--- config.mk ---
export PLATFORM = sky130hd
export DESIGN_NAME = rtc_clock_correction_int_out
export DESIGN_NICKNAME = d
export VERILOG_FILES = /design/src/verilog/rtc_pkg.sv /design/src/verilog/rtc_clock_correction_int_out.sv /design/src/verilog/rtc_divider.sv
export VERILOG_INCLUDE_DIRS = /design/src /design/src/verilog
export SDC_FILE = /design/constraint.sdc
export NUM_CORES = 1
export LEC_CHECK = 0
export BUFFER_PORTS_ARGS = -buffer_cell sky130_fd_sc_hd__buf_4
export CAP_MARGIN = 10
export CORE_ASPECT_RATIO = 0.6
export CORE_MARGIN = 1.5
export CORE_UTILIZATION = 47
export CTS_CLUSTER_SIZE = 10
export DETAILED_ROUTE_END_ITERATION = 7
export GPL_ROUTABILITY_DRIVEN = 0
export MAX_ROUTING_LAYER = met4
export PLACE_DENSITY = 0.67
export REMOVE_ABC_BUFFERS = 1
export SLEW_MARGIN = 20
export SYNTH_ARGS = -nofsm -noshare
export SYNTH_HDL_FRONTEND = slang
export SYNTH_HIERARCHICAL = 1
export SYNTH_SLANG_ARGS = --single-unit
--- constraint.sdc ---
create_clock -name clk_sys_i -period 5.15 [get_ports clk_sys_i]
set_clock_uncertainty 0.2 [all_clocks]
set_input_delay 1.03 -clock clk_sys_i [delete_from_list [all_inputs] [get_ports clk_sys_i]]
set_output_delay 1.03 -clock clk_sys_i [all_outputs]
set_load 0.02 [all_outputs]
--- src/verilog/rtc_map.svh ---
// Register offsets, field positions, reset values and timing figures
`ifndef RTC_MAP_SVH
`define RTC_MAP_SVH
`define ADR_ADJ        8'h00
`define ADR_CTRL       8'h04
`define ADR_STAT       8'h08
`define ADR_SEC        8'h0c
`define CTRL_MP2_BIT   0
`define CTRL_HOLD_BIT  1
`define STAT_POF_BIT   0
`define ADJ_RES_BIT    0
`define ADJ_RST        8'h00
`define CLK_PERIOD_NS  8
`define OSC_HZ         32768
`define MP2_PULSE_NS   7900000
`define HOLD_MAX_MS    500
`define SHORT_INTV_S   20
`define LONG_INTV_S    60
`define SEC_PER_MIN    60
`define STEP_TICKS     2
`endif

--- src/verilog/rtc_pkg.sv ---
// Types and setting decode shared by the clock block
package rtc_pkg;

  typedef enum logic [1:0] {
    MP_OFF  = 2'b00,
    MP_WAIT = 2'b01,
    MP_LOW  = 2'b10
  } mp_state_t;

  typedef struct packed {
    logic        cyc;
    logic        stb;
    logic        we;
    logic [3:0]  sel;
    logic [7:0]  adr;
    logic [31:0] dat;
  } wb_req_t;

  typedef struct packed {
    logic        ack;
    logic [31:0] dat;
  } wb_rsp_t;

  typedef struct packed {
    logic [26:0]        acc;
    logic [16:0]        sub;
    logic [5:0]         intv;
    logic signed [7:0]  steps;
    logic               long_intv;
    logic               osc;
    logic               sec;
    logic               low;
  } div_state_t;

  typedef struct packed {
    logic        ack;
    logic [31:0] rdat;
    logic [7:0]  adj;
    logic        mp2_en;
    logic        hold;
    logic        pof;
    logic [5:0]  sec;
    logic        pend;
    logic [15:0] hcnt;
    mp_state_t   mp;
    logic [19:0] pcnt;
    logic        interrupt_out_first;
  } top_state_t;

  // Bits 7..1 hold a reversed two's complement step count
  function automatic logic signed [7:0] adj_steps(input logic [7:0] setting);
    logic [6:0] v;
    v = '0;
    for (int i = 0; i < 7; i++) begin
      v[i] = setting[7-i];
    end
    return {v[6], v};
  endfunction : adj_steps

endpackage : rtc_pkg

--- src/verilog/rtc_clock_correction_int_out.sv ---
// Clock correction and first interrupt pin minute and power-on outputs
//
// What this block does
// - Minute mode 2 drives first pin low 7.9 ms at each minute carry while the power-on flag is clear.
// - Minute carry and pulse may wait up to 0.5 s during time reads.
// - Seconds write restarts the second, moving the next pulse.
// - Minute mode 2 and power-on 1 Hz appear only on first pin.
// - Power-on sets the power-on flag, status bit 0.
// - While power-on flag is set, first pin shows 1 Hz pulse.
// - Correction alters divider counts, never the oscillator.
// - Correction every 20 s with bit 0 clear, 60 s with it set.
// - Step is 3.052 ppm or 1.017 ppm by interval.
// - Range -195.3..+192.2 ppm or -65.1..+64.1 ppm.
// - Setting sits in bits 7..1, bit 7 least significant.
// - Setting is two's complement step count from -64 to +63.
// - One 1 Hz period in 20 or 60 differs while correcting.
// - The 32.768 kHz output is untouched by correction.
`timescale 1ns/1ps
`include "rtc_map.svh"
module rtc_clock_correction_int_out #(
  parameter int CLK_HZ        = 1000000000 / `CLK_PERIOD_NS,
  parameter int TICKS_PER_SEC = `OSC_HZ,
  parameter int PULSE_CYCLES  = `MP2_PULSE_NS / `CLK_PERIOD_NS
) (
  input  wire logic            clk_sys_i,                   // System clock
  input  wire logic            srst_i,                      // Sync reset
  input  wire rtc_pkg::wb_req_t wb_req_i,                   // Bus request
  output rtc_pkg::wb_rsp_t     wb_rsp_o,                    // Bus answer
  input  wire logic            interrupt_out_first_i,       // First pin level
  output logic                 interrupt_out_first_o,       // First pin value
  output logic                 interrupt_out_first_oe_n_o,  // First pin drive
  input  wire logic            interrupt_out_second_i,      // Second pin level
  output logic                 interrupt_out_second_o,      // Second pin value
  output logic                 interrupt_out_second_oe_n_o, // Second pin drive
  output logic                 osc_tick_o                   // 32.768 kHz tick
);
  import rtc_pkg::*;

  localparam int          HOLD_TICKS_I = TICKS_PER_SEC * `HOLD_MAX_MS / 1000;
  localparam logic [15:0] HOLD_TICKS   = 16'(HOLD_TICKS_I);
  localparam logic [19:0] PULSE_LAST   = 20'(PULSE_CYCLES - 1);
  localparam logic [5:0]  SEC_LAST     = 6'(`SEC_PER_MIN - 1);
  localparam logic [7:0]  SEC_MAX      = 8'(`SEC_PER_MIN - 1);

  localparam top_state_t ST_RST = '{
    ack:    1'b0,
    rdat:   32'h0,
    adj:    `ADJ_RST,
    mp2_en: 1'b0,
    hold:   1'b0,
    pof:    1'b1,
    sec:    6'h0,
    pend:   1'b0,
    hcnt:   16'h0,
    mp:     MP_OFF,
    pcnt:   20'h0,
    interrupt_out_first:   1'b0
  };

  top_state_t st;
  top_state_t next_st;

  logic       sec_tick;
  logic       low_phase;
  logic       osc_tick;
  logic       bus_acc;
  logic       bus_wr;
  logic       sec_wr;
  logic       raw_carry;
  logic       waiting;
  logic       hold_max;
  logic       fire;
  logic [31:0] rd_mux;

  ////////////////////////////////////////////////////////////////////
  // Divider chain with correction
  rtc_divider #(
    .CLK_HZ        (CLK_HZ),
    .TICKS_PER_SEC (TICKS_PER_SEC)
  ) u_div (
    .clk_sys_i   (clk_sys_i),
    .srst_i      (srst_i),
    .adj_i       (st.adj),
    .restart_i   (sec_wr),
    .osc_tick_o  (osc_tick),
    .sec_tick_o  (sec_tick),
    .low_phase_o (low_phase)
  );

  ////////////////////////////////////////////////////////////////////
  // Bus decode
  assign bus_acc = wb_req_i.cyc && wb_req_i.stb && !st.ack;
  assign bus_wr  = bus_acc && wb_req_i.we && wb_req_i.sel[0];
  assign sec_wr  = bus_wr && (wb_req_i.adr == `ADR_SEC);

  always_comb begin
    case (wb_req_i.adr)
      `ADR_ADJ: begin
        rd_mux = {24'h0, st.adj};
      end
      `ADR_CTRL: begin
        rd_mux = {30'h0, st.hold, st.mp2_en};
      end
      `ADR_STAT: begin
        rd_mux = {16'h0, 8'(adj_steps(st.adj)), 4'h0,
                  interrupt_out_second_i, interrupt_out_first_i,
                  st.pend, st.pof};
      end
      `ADR_SEC: begin
        rd_mux = {26'h0, st.sec};
      end
      default: begin
        rd_mux = 32'h0;
      end
    endcase
  end

  ////////////////////////////////////////////////////////////////////
  // Minute carry with read postponement
  assign raw_carry = sec_tick && (st.sec == SEC_LAST) && !sec_wr;
  assign waiting   = raw_carry || st.pend;
  assign hold_max  = st.hcnt >= HOLD_TICKS;
  // carry waits while time is read, for at most HOLD_TICKS osc ticks
  assign fire      = waiting && (!st.hold || hold_max);

  ////////////////////////////////////////////////////////////////////
  always_comb begin
    next_st     = st;
    next_st.ack = 1'b0;

    if (bus_acc) begin
      next_st.ack  = 1'b1;
      next_st.rdat = wb_req_i.we ? 32'h0 : rd_mux;
    end

    if (bus_wr) begin
      case (wb_req_i.adr)
        `ADR_ADJ: begin
          next_st.adj = wb_req_i.dat[7:0];
        end
        `ADR_CTRL: begin
          next_st.mp2_en = wb_req_i.dat[`CTRL_MP2_BIT];
          next_st.hold   = wb_req_i.dat[`CTRL_HOLD_BIT];
        end
        `ADR_STAT: begin
          if (wb_req_i.dat[`STAT_POF_BIT]) begin
            next_st.pof = 1'b0;
          end
        end
        default: begin
        end
      endcase
    end

    if (sec_wr) begin
      if (wb_req_i.dat[7:0] > SEC_MAX) begin
        next_st.sec = 6'h0;
      end else begin
        next_st.sec = wb_req_i.dat[5:0];
      end
    end else if (sec_tick) begin
      if (st.sec == SEC_LAST) begin
        next_st.sec = 6'h0;
      end else begin
        next_st.sec = st.sec + 6'd1;
      end
    end

    next_st.pend = waiting && !fire;
    if (!next_st.pend) begin
      next_st.hcnt = 16'h0;
    end else if (osc_tick) begin
      next_st.hcnt = st.hcnt + 16'd1;
    end

    case (st.mp)
      MP_OFF: begin
        next_st.pcnt = 20'h0;
        if (st.mp2_en) begin
          next_st.mp = MP_WAIT;
        end
      end
      MP_WAIT: begin
        if (!st.mp2_en) begin
          next_st.mp = MP_OFF;
        end else if (fire) begin
          next_st.mp   = MP_LOW;
          next_st.pcnt = 20'h0;
        end
      end
      MP_LOW: begin
        if (!st.mp2_en) begin
          next_st.mp = MP_OFF;
        end else if (st.pcnt >= PULSE_LAST) begin
          next_st.mp = MP_WAIT;
        end else begin
          next_st.pcnt = st.pcnt + 20'd1;
        end
      end
      default: begin
        next_st.mp = MP_OFF;
      end
    endcase

    if (st.pof) begin
      next_st.interrupt_out_first = low_phase;
    end else begin
      next_st.interrupt_out_first = st.mp == MP_LOW;
    end
  end

  ////////////////////////////////////////////////////////////////////
  // flag set by power-on reset
  always_ff @(posedge clk_sys_i) begin
    if (srst_i) begin
      st <= ST_RST;
    end else begin
      st <= next_st;
    end
  end

  ////////////////////////////////////////////////////////////////////
  // Outputs
  assign wb_rsp_o.ack = st.ack;
  assign wb_rsp_o.dat = st.rdat;

  assign interrupt_out_first_o      = 1'b0;
  assign interrupt_out_first_oe_n_o = !st.interrupt_out_first;

  // second pin never carries these functions
  assign interrupt_out_second_o      = 1'b0;
  assign interrupt_out_second_oe_n_o = 1'b1;

  assign osc_tick_o = osc_tick;

  ////////////////////////////////////////////////////////////////////
  // Checks
  AST_MP2_START: assert property (
    @(posedge clk_sys_i) disable iff (srst_i)
    (st.mp == MP_WAIT && st.mp2_en && fire && !st.pof)
      |-> ##2 !interrupt_out_first_oe_n_o)
    else $error("minute pulse did not start on carry");

  AST_MP2_WIDTH: assert property (
    @(posedge clk_sys_i) disable iff (srst_i)
    (st.mp == MP_LOW && st.pcnt >= PULSE_LAST)
      |=> st.mp != MP_LOW)
    else $error("minute pulse longer than 7.9 ms");

  AST_MP2_COUNT: assert property (
    @(posedge clk_sys_i) disable iff (srst_i)
    $rose(st.mp == MP_LOW) |-> st.pcnt == 20'h0)
    else $error("minute pulse count not cleared");

  AST_HOLD_LIMIT: assert property (
    @(posedge clk_sys_i) disable iff (srst_i)
    st.pend |-> st.hcnt <= HOLD_TICKS)
    else $error("carry held beyond half a second");

  AST_HOLD_RELEASE: assert property (
    @(posedge clk_sys_i) disable iff (srst_i)
    (st.pend && !st.hold) |=> !st.pend)
    else $error("carry stayed pending without read hold");

  AST_SEC_RESTART: assert property (
    @(posedge clk_sys_i) disable iff (srst_i)
    (sec_wr && wb_req_i.dat[7:0] <= SEC_MAX)
      |=> st.sec == $past(wb_req_i.dat[5:0]))
    else $error("seconds write not loaded");

  AST_SECOND_PIN_IDLE: assert property (
    @(posedge clk_sys_i) disable iff (srst_i)
    interrupt_out_second_oe_n_o == 1'b1)
    else $error("second pin driven");

  AST_POF_AT_RESET: assert property (
    @(posedge clk_sys_i) disable iff (srst_i)
    $past(srst_i) |-> st.pof)
    else $error("power-on flag not set after reset");

  AST_POF_1HZ: assert property (
    @(posedge clk_sys_i) disable iff (srst_i)
    (st.pof && low_phase) |=> !interrupt_out_first_oe_n_o)
    else $error("power-on 1 Hz low phase missing");

  AST_POF_HIGH: assert property (
    @(posedge clk_sys_i) disable iff (srst_i)
    (st.pof && !low_phase) |=> interrupt_out_first_oe_n_o)
    else $error("power-on 1 Hz high phase missing");

  AST_STEP_DECODE: assert property (
    @(posedge clk_sys_i) disable iff (srst_i)
    (st.adj[7:1] == 7'h01) |-> adj_steps(st.adj) == -8'sd64)
    else $error("setting decode wrong at most negative");

endmodule : rtc_clock_correction_int_out

--- src/verilog/rtc_divider.sv ---
// Oscillator tick and corrected one-second divider chain
`timescale 1ns/1ps
`include "rtc_map.svh"
module rtc_divider #(
  parameter int CLK_HZ        = 125000000,
  parameter int TICKS_PER_SEC = `OSC_HZ
) (
  input  wire logic       clk_sys_i,   // System clock
  input  wire logic       srst_i,      // Sync reset
  input  wire logic [7:0] adj_i,       // Correction setting
  input  wire logic       restart_i,   // Restart the second
  output logic            osc_tick_o,  // Uncorrected osc tick
  output logic            sec_tick_o,  // Corrected second pulse
  output logic            low_phase_o  // First half of second
);
  import rtc_pkg::*;

  localparam logic [26:0] ACC_STEP = 27'(`OSC_HZ);
  localparam logic [26:0] ACC_WRAP = 27'(CLK_HZ);
  localparam logic [16:0] NOM      = 17'(TICKS_PER_SEC);
  localparam logic [16:0] HALF     = 17'(TICKS_PER_SEC / 2);
  localparam logic [5:0]  LAST_S   = 6'(`SHORT_INTV_S - 1);
  localparam logic [5:0]  LAST_L   = 6'(`LONG_INTV_S - 1);

  div_state_t        st;
  div_state_t        next_st;
  logic [26:0]       sum;
  logic              last;
  logic signed [16:0] delta;
  logic [16:0]       len;

  ////////////////////////////////////////////////////////////////////
  always_comb begin
    next_st     = st;
    next_st.osc = 1'b0;
    next_st.sec = 1'b0;
    sum         = st.acc + ACC_STEP;
    last        = st.intv == (st.long_intv ? LAST_L : LAST_S);
    delta       = 17'(st.steps);
    // two ticks per step, last second only
    len = last ? NOM - 17'(delta * `STEP_TICKS) : NOM;
    if (sum >= ACC_WRAP) begin
      next_st.acc = sum - ACC_WRAP;
      next_st.osc = 1'b1;
    end else begin
      next_st.acc = sum;
    end
    if (restart_i) begin
      next_st.sub = '0;
    end else if (st.osc) begin
      if (st.sub >= len - 17'd1) begin
        next_st.sub = '0;
        next_st.sec = 1'b1;
        if (last) begin
          next_st.intv      = '0;
          next_st.steps     = adj_steps(adj_i);
          next_st.long_intv = adj_i[`ADJ_RES_BIT];
        end else begin
          next_st.intv = st.intv + 6'd1;
        end
      end else begin
        next_st.sub = st.sub + 17'd1;
      end
    end
    next_st.low = next_st.sub < HALF;
  end

  always_ff @(posedge clk_sys_i) begin
    if (srst_i) begin
      st <= '0;
    end else begin
      st <= next_st;
    end
  end

  assign osc_tick_o  = st.osc;
  assign sec_tick_o  = st.sec;
  assign low_phase_o = st.low;

  ////////////////////////////////////////////////////////////////////
  AST_OSC_SPACING: assert property (
    @(posedge clk_sys_i) disable iff (srst_i) st.osc |=> !st.osc)
    else $error("oscillator tick lasted two cycles");
  AST_CHAIN_IDLE: assert property (
    @(posedge clk_sys_i) disable iff (srst_i)
    (!st.osc && !restart_i) |=> $stable(st.sub))
    else $error("divider moved without oscillator tick");
  AST_SHORT_INTV: assert property (
    @(posedge clk_sys_i) disable iff (srst_i) !st.long_intv |-> st.intv <= LAST_S)
    else $error("20 second interval overran");
  AST_PLAIN_SECOND: assert property (
    @(posedge clk_sys_i) disable iff (srst_i) !last |-> len == NOM)
    else $error("uncorrected second has wrong length");
  AST_RANGE: assert property (
    @(posedge clk_sys_i) disable iff (srst_i)
    len >= NOM - 17'd126 && len <= NOM + 17'd128)
    else $error("corrected second out of range");
  AST_SNAP_BOUNDARY: assert property (
    @(posedge clk_sys_i) disable iff (srst_i)
    !(st.osc && last && !restart_i) |=> $stable(st.steps))
    else $error("setting taken inside an interval");

endmodule : rtc_divider

==> results by group, run 1 <==
Status
  – Run status: finished, final reports clean

Clock tree
  – H-tree depth: 4
  – Gates resized, CTS repair: 0
  – Clock slew at reported path FFs: roughly 0.06 ns
  – Clock tree from TritonCTS: built
  – Clock latency on the worst-skew pair: about 0.42 ns
  – Root Buffer: sky130_fd_sc_hd__clkbuf_16
  – Number of buffers created by CTS: 17
  – Maximum buffer depth of the clock tree: 2
  – Total number of clock tree sinks: 128
  – Postcts setup bufs: 0
  – CTS hold repair buffers: 0

Worst setup path
  – Kind of end point of the critical path: flop
  – Reg-to-reg setup timing slack: 0.79 ns
  – Class of the most critical setup path: flop to flop
  – Worst Path Required: 5.28 ns
  – Critical path arrival: around 4.5 ns
  – Startpoint types: flop
  – Largest fanout of any net on the critical path: 11

STA
  – Worst hold slack after final layout: roughly 0.25 ns
  – Setup TNS Final: 0 ns
  – Number of hold violations in the final report: 0
  – Setup repair after global routing missed its margin: false
  – Shortest period the worst path allows: about 4.4 ns
  – Setup violators final: 0
  – Fmax: about 0.23 GHz
  – Worst Max-Slew Pin Slew: 1.03 ns
  – Slew HR: between 30% and 40%
  – Max Slew Vio Count: 0
  – Ratio of final minimum period to clock period: around 85%

Cells and area
  – Number of nets in the layout: between 900 and 1000
  – Non-filler cells in the finished layout: between 1000 and 1500
  – Synthesis-to-layout area growth: 10.8%
  – Filler cell count: around 1500
  – Area used by sequential logic in the layout: between 0.002 and 0.003 mm^2
  – Total inserted antenna cells: 0
  – Multi-input gate area in the final layout: roughly 0.0044 mm^2
  – Highest-count cells in the layout ignoring fill and taps: 128 x sky130_fd_sc_hd__dfxtp_1, 117 x sky130_fd_sc_hd__nor2_1, 56 x sky130_fd_sc_hd__nand2_1
  – Final core utilization: 53.4%
  – Most common cell after layout, fill and taps aside: sky130_fd_sc_hd__dfxtp_1
  – Ratio of cells with drive above 1 in the final layout: a little under an eighth

GRT
  – Maximum number of pins on one net before global-route repair: between 60 and 70
  – Global-route wire length before repair: around 28000 um
  – GRT Overall Usage: between 20% and 30%
  – GR Overflow Total: 0
  – Initial antenna violation count: 0
  – Via count of the first global-routing pass: around 5400

Yosys
  – Post-synthesis cell count: between 800 and 900
  – Cell accounting for the most synthesized area: sky130_fd_sc_hd__dfxtp_1
  – Share of flip-flops with an asynchronous set or reset: 0%
  – Cell types occupying the most area after synthesis: sky130_fd_sc_hd__dfxtp_1 34%, sky130_fd_sc_hd__nor2_1 5.9%, sky130_fd_sc_hd__ha_1 4.9%, sky130_fd_sc_hd__buf_4 3.6%, sky130_fd_sc_hd__a21oi_1 3.4%
  – Part of the Yosys area used for sequential elements: 34.5%
  – Share of Yosys cell area claimed by the top area cell type: between 30 and 40%
  – Yosys reg bits: roughly 130
  – Avg Cell Area, Syn: slightly above 8 um^2
  – Most used flip-flop cell after synthesis: sky130_fd_sc_hd__dfxtp_1
  – Count of synthesis-stage warnings from yosys: 6
  – Number of synthesized flops with an enable pin: 0
  – Post-Synthesis Cell Area: 0.00743 mm^2
  – Number of different library cells in the post-synthesis netlist: between 70 and 80

Die
  – Count of boundary I/O pins: around 90
  – Floorplan die area: about 0.017 mm^2
  – Placement Rows: 35
  – Die height: about 100 um
  – Die W: between 150 and 200 um
  – Core Area: ~0.015 mm^2
  – Starting Density: between 40% and 50%

Routing
  – DRC marker count from the first detailed-route iteration: ~560
  – Routed WL per cell: roughly 15 um
  – DRC: 0
  – Number of antenna-violating nets in the routed design: 0
  – Number of detailed-route iterations in the first pass: 5
  – Vias after detailed routing: between 6000 and 7000
  – Detailed Route WL: 17000 um
  – Via-to-Cell Ratio: between 5 and 6

Power
  – Power per standard cell area: ~280 mW/mm^2
  – Maximum vdd drop: ~190 uV
  – Total leakage power: between 3 and 4 nW

Place
  – Number of buffer cells added on primary ports: 42
  – Total half-perimeter wirelength after legalization and detailed placement: about 12000 um
  – DP Cell Count: between 1000 and 1500

Job
  – Number of max-cap violations: 0

Hold path
  – Path category of the worst min-delay check: flop to flop
logic make-up (layout without fill, tap and decap cells):
| group | after synthesis | after routing | share of synthesized area (%) |
|---|---|---|---|
| and+or+nand+nor | 364 | 364 | 25.9 |
| DFF | 128 | 128 | 34.5 |
| other | 2 | 20 | 0.101 |
| buffers and inverters | 102 | 104 | 7.56 |
| AOI/OAI and AO/OA | 189 | 189 | 16.7 |
| xor gates and xnor gates | 54 | 54 | 6.36 |
| muxes | 27 | 27 | 4.06 |
| adders and majority gates | 29 | 29 | 4.88 |
final timing paths:
check / start / endpoint / cells after the start
max reg2reg: u_div/st[15] / u_div/st[17] / 16
min reg2reg: wb_rsp_o[6] / wb_rsp_o[6] / 2
min: wb_rsp_o[6] / wb_rsp_o[6] / 2
max: u_div/st[15] / u_div/st[17] / 16
sequential cells by signal (all words and copies together) (netlist names):
name / cells
st: 57
u_div/st: 45
wb_rsp_o: 16
u_div/delta: 7
u_div/low_phase_o: 1
u_div/osc_tick_o: 1
u_div/sec_tick_o: 1
area by class of cell:
type / instances / area share (%)
well taps: 203 / 3.08
clock inverters: 15 / 2.11
repair buffers: 45 / 4.10
multi-input cells: 683 / 53.2
clock buffers: 17 / 5.17
flip-flops and latches: 128 / 31.1
inverters: 27 / 1.23
stage by stage:
stage / setup WS, ns / total power, mW / area (um^2)
floorplan: 1.35 / 1.06 / 7040
global placement: 0.839 / 1.10 / 7630
detailed placement: 0.749 / 1.10 / 7630
CTS: 0.741 / 2.32 / 8230
global route: 0.453 / 2.38 / 8230
finish: 0.787 / 2.29 / 8230
synthesized netlist by cell type (14+ instances only):
cell	number
sky130_fd_sc_hd__and3_1	25
sky130_fd_sc_hd__buf_4	36
sky130_fd_sc_hd__dfxtp_1	128
sky130_fd_sc_hd__o21ai_0	28
sky130_fd_sc_hd__xor2_1	28
sky130_fd_sc_hd__mux2i_1	23
sky130_fd_sc_hd__ha_1	29
sky130_fd_sc_hd__a21oi_1	51
sky130_fd_sc_hd__clkbuf_1	23
sky130_fd_sc_hd__xnor2_1	26
sky130_fd_sc_hd__nor2_1	117
sky130_fd_sc_hd__inv_1	26
sky130_fd_sc_hd__nor3_1	18
sky130_fd_sc_hd__a31oi_1	33
sky130_fd_sc_hd__nand4_1	20
sky130_fd_sc_hd__or3_1	14
sky130_fd_sc_hd__nand2_1	56
sky130_fd_sc_hd__nand3_1	34
report_power, final:
| group | total, mW | internal (mW) | switching (mW) |
|---|---|---|---|
| registers | 0.999 | 0.994 | 0.00571 |
| logic | 0.0814 | 0.0265 | 0.0549 |
| clock network | 1.21 | 0.726 | 0.482 |
routing by layer:
layer / global-route usage [%] / share of wire (%) / vias up
met5: - / 0 / -
met4: 4.81 / 0.54 / 0
met3: 4.17 / 6.0 / 10
met2: 27.8 / 38 / 173
met1: 34.1 / 56 / 3002
li1: - / - / 3192
worst max-delay path: stages, from the launching register on:
cell and delay, ns:
sky130_fd_sc_hd__dfxtp_1 0.37, sky130_fd_sc_hd__or3_1 0.32, sky130_fd_sc_hd__nand2_1 0.10, sky130_fd_sc_hd__and4b_1 0.45
sky130_fd_sc_hd__nand2_1 0.14, sky130_fd_sc_hd__ha_1 0.27, sky130_fd_sc_hd__o21ai_0 0.20, sky130_fd_sc_hd__nor3_1 0.14
sky130_fd_sc_hd__a31oi_1 0.25, sky130_fd_sc_hd__ha_1 0.28, sky130_fd_sc_hd__nor2b_1 0.13, sky130_fd_sc_hd__o21ai_0 0.16
sky130_fd_sc_hd__nand2b_1 0.10, sky130_fd_sc_hd__a21oi_1 0.33, sky130_fd_sc_hd__nand2_1 0.31, sky130_fd_sc_hd__and3_1 0.28
sky130_fd_sc_hd__a311oi_1 0.25
(Power assumes the default switching activity.)
==> run 2: changes to the inputs <==
Settings changed: ABC_AREA set to 1, PLACE_DENSITY 0.67 to 0.69.
Clock period 5.15 ns to 3.6 ns, I/O delays scaled along.
==> run 2 against run 1 <==
Design area is 13% higher. Non-clock buffer count is 39 higher. Synthesized area is 7.0% higher. Largest cell class unchanged. Clock power is 61% higher. Sequential power is 43% higher. First-iteration DRC count is 27% higher. Critical path depth is 5 higher. Power is 53% higher. Sequential share of layout area is 3.6 points lower. Via count is 21% higher. Largest power group unchanged.
==> results by group, run 2 <==
GRT
  – Global-route wire length before repair: 32900 um (+19%)
  – GRT Overall Usage: 23.9% (+2.1 points)
  – GR Overflow Total: 0 (unchanged)
  – Maximum number of pins on one net before global-route repair: 36 (-45%)
  – Initial antenna violation count: 0 (unchanged)
  – Via count of the first global-routing pass: 6590 (+21%)

Yosys
  – Number of different library cells in the post-synthesis netlist: 43 (-43%)
  – Cell accounting for the most synthesized area: sky130_fd_sc_hd__dfxtp_1
  – Yosys reg bits: 128 (unchanged)
  – Post-synthesis cell count: 1195 (+34%)
  – Number of synthesized flops with an enable pin: 0 (unchanged)
  – Avg Cell Area, Syn: 6.65 um^2 (-20%)
  – Share of flip-flops with an asynchronous set or reset: 0% (unchanged)
  – Most used flip-flop cell after synthesis: sky130_fd_sc_hd__dfxtp_1
  – Part of the Yosys area used for sequential elements: 32.2% (-2.3 points)
  – Count leader, synth: sky130_fd_sc_hd__nand2_1
  – Top cells by instance count after synthesis: 290 x sky130_fd_sc_hd__nand2_1, 176 x sky130_fd_sc_hd__nor2_1, 128 x sky130_fd_sc_hd__dfxtp_1
  – Share of Yosys cell area claimed by the top area cell type: 32.2% (-2.3 points)
  – Cell types occupying the most area after synthesis: sky130_fd_sc_hd__dfxtp_1 32%, sky130_fd_sc_hd__nand2_1 14%, sky130_fd_sc_hd__nor2_1 8.3%, sky130_fd_sc_hd__nand3_1 6.5%, sky130_fd_sc_hd__a21oi_1 5.8%
  – Post-Synthesis Cell Area: 0.00795 mm^2 (+7.0%)
  – Count of synthesis-stage warnings from yosys: 6 (unchanged)

STA
  – Worst Max-Slew Pin Slew: 0.620 ns (-0.413 ns)
  – Slew HR: 58.2% (+27 points)
  – Ratio of final minimum period to clock period: 96.5% (+12 points)
  – Setup repair after global routing missed its margin: true
  – Number of hold violations in the final report: 0 (unchanged)
  – Fmax: 0.288 GHz (+26%)
  – Setup violators final: 0 (unchanged)
  – Max Slew Vio Count: 0 (unchanged)
  – Shortest period the worst path allows: 3.48 ns (-0.887 ns)

Worst setup path
  – Worst path depth: 21 (+5)
  – Reg-to-reg setup timing slack: 0.12 ns (-0.66 ns)
  – Register-to-Register Path Depth: 21 (+5)
  – Kind of end point of the critical path: flop
  – Worst path slowest cell: sky130_fd_sc_hd__ha_1
  – Critical path arrival: 3.64 ns (-0.85 ns)
  – Worst Setup SP: u_div/delta[1]
  – Class of the most critical setup path: flop to flop
  – FF-to-FF End: u_div/delta[3]
  – Worst Path Required: 3.76 ns (-1.52 ns)
  – Category of cells accounting for the largest share of critical-path delay: simple AND/OR/NAND/NOR gates
  – Last element of the critical path: u_div/delta[3]
  – Largest fanout of any net on the critical path: 8 (-3)
  – Critical Path, Cell by Cell: inv_2 > ha_4 > inv_1 > nor2_2 > nand4_1 > ha_1 > or2_4 > nand2_1 > nor2_1 > nand2_2 > xnor2_1 > ha_1 > nand4_1 > nor2_4 > nand4_1 > nand3_4 > nand3_4 > clkbuf_16 > nand2_1 > nand2_1 > nor2_1
  – Delay of the slowest cell on the worst path: 0.33 ns (-0.12 ns)
  – Startpoint of the lowest-slack register-to-register path: u_div/delta[1]
  – Startpoint types: flop
  – Worst Path Buf+Inv: 3 (+3)

Die
  – Count of boundary I/O pins: 89 (unchanged)
  – Floorplan die area: 0.0177 mm^2 (+6.8%)
  – Die W: 171 um (+3.4%)
  – Placement Rows: 36 (+2.9%)
  – Starting Density: 48.5% (+0.28 points)
  – Core Area: 0.0164 mm^2 (+6.4%)
  – Die height: 104 um (+3.3%)

Cells and area
  – Non-filler cells in the finished layout: 1494 (+34%)
  – Area used by sequential logic in the layout: 0.00256 mm^2 (about the same)
  – Filler cell count: 1572 (+8.0%)
  – Highest-count cells in the layout ignoring fill and taps: 283 x sky130_fd_sc_hd__nand2_1, 170 x sky130_fd_sc_hd__nor2_1, 126 x sky130_fd_sc_hd__dfxtp_1
  – Most common cell after layout, fill and taps aside: sky130_fd_sc_hd__nand2_1
  – Fin area: 0.00934 mm^2 (+13%)
  – Ratio of cells with drive above 1 in the final layout: 14.9% (+3.6 points)
  – Synthesis-to-layout area growth: 17.4%
  – Multi-input gate area in the final layout: 0.00473 mm^2 (+7.9%)
  – Largest register by flop count: st
  – Largest register FFs: 57 (unchanged)
  – Final core utilization: 56.9% (+3.5 points)
  – Total inserted antenna cells: 0 (unchanged)
  – Number of nets in the layout: 1333 (+36%)

Routing
  – Vias after detailed routing: 7699 (+21%)
  – Detailed Route WL: 20400 um (+20%)
  – Via-to-Cell Ratio: 5.15 (-9.7%)
  – Routed WL per cell: 13.7 um (-10%)
  – Number of antenna-violating nets in the routed design: 0 (unchanged)
  – Met1 Wirelength: 10800 um (+13%)
  – Detail Route met2 WL: 8100 um (+27%)
  – DRC marker count from the first detailed-route iteration: 714 (+27%)
  – Number of detailed-route iterations in the first pass: 6 (+1)
  – Uppermost signal routing layer after detailed routing: met4
  – Met3 wire length: 1340 um (+31%)
  – DRC: 0 (unchanged)

Place
  – Number of buffer cells added on primary ports: 42 (unchanged)
  – Dpl cell area: 0.00843 mm^2 (+10%)
  – DP Cell Count: 1451 (+34%)
  – Total half-perimeter wirelength after legalization and detailed placement: 14600 um (+21%)

Hold path
  – Path category of the worst min-delay check: flop to flop

Clock tree
  – Clock tree from TritonCTS: built
  – Clock latency on the worst-skew pair: 0.42 ns (about the same)
  – Total number of clock tree sinks: 128 (unchanged)
  – CTS hold repair buffers: 0 (unchanged)
  – Root Buffer: sky130_fd_sc_hd__clkbuf_16
  – Maximum buffer depth of the clock tree: 2 (unchanged)
  – Clock slew at reported path FFs: 0.06 ns (about the same)
  – Number of buffers created by CTS: 17 (unchanged)
  – H-tree depth: 4 (unchanged)

Status
  – Run status: finished, final reports clean

Power
  – Maximum vdd drop: 242 uV (+29%)
  – Total leakage power: 4.07 nW (+30%)
  – Power per standard cell area: 374 mW/mm^2 (+35%)

Job
  – Number of max-cap violations: 0 (unchanged)
-- run 2: changes by cell type in the layout (fill, tap and decap cells not counted), sizes merged, moves of 14 or more --
cell and delta:
and3 -25, buf +38, a31oi -26, mux2i -23, or3 -14, nor2 +71
a21oi +40, nand2b -14, nand3 +75, inv +82, nand2 +247
-- run 2: kinds of logic (layout without fill, tap and decap cells) --
logic type      after synthesis  count (layout)  synth area share, %
simple gates                658             658                 36.5
buf+inv                     176             229                 11.0
compound gates              154             154                 10.4
flops                       128             128                 32.2
xor+xnor                     48              48                 5.29
fa+ha+maj                    29              29                 4.56
other cells                   2              20               0.0944
-- run 2: power breakdown --
group	internal [mW]	switching, mW
logic	0.0382	0.0830
registers	1.42	0.00585
clock network	1.24	0.708
-- run 2: per-layer routing --
metal	GRT usage [%]	up-vias
li1	-	3944
met1	36.9	3487
met2	30.6	251
met3	4.51	17
met4	6.89	0
met5	-	-
-- run 2: worst min path at each step --
stage,startpoint,depth (start not counted),end,slack (ns)
floorplan,st[37],1,st[37],0.24
global placement,wb_rsp_o[4],2,wb_rsp_o[4],0.26
detailed placement,wb_rsp_o[4],2,wb_rsp_o[4],0.26
CTS,wb_rsp_o[4],2,wb_rsp_o[4],0.27
global route,wb_rsp_o[3],2,wb_rsp_o[3],0.30
finish,wb_rsp_o[4],2,wb_rsp_o[4],0.26
-- run 2: final cells by class --
cell class | instances | share of cell area, %
clock inverters | 15 | 2.49
repair buffers | 84 | 7.25
well taps | 228 | 3.06
multi-input cells | 909 | 50.6
clock buffers | 17 | 4.56
inverters | 113 | 4.54
flip-flops and latches | 128 | 27.5
-- run 2: worst register-to-register path, delay by kind of cell (launching register included) --
family	cells	cell delay (ns)
flip-flops	1	0.30
XOR/XNOR	1	0.08
adder cells (fa/ha/maj)	3	0.78
AND/OR/NAND/NOR	14	1.73
buffers and inverters	3	0.32
-- run 2: per-stage QoR --
stage                     hold slack, ns  setup TNS (ns)  setup WS (ns)  power [mW]
final                              0.264               0          0.124        3.50
after floorplan                    0.242               0         0.0789        1.52
after global routing               0.295          -0.141        -0.0547        3.61
after CTS                          0.268               0        0.00764        3.53
after detailed placement           0.257          -0.559        -0.0700        1.58
after global placement             0.255               0         0.0132        1.58
-- run 2: timing repair --
item,in CTS,in global routing
gates resized for setup,3,37
setup endpoints to repair,15,33
setup buffers,2,8
pin swaps,2,21
cloned,0,1
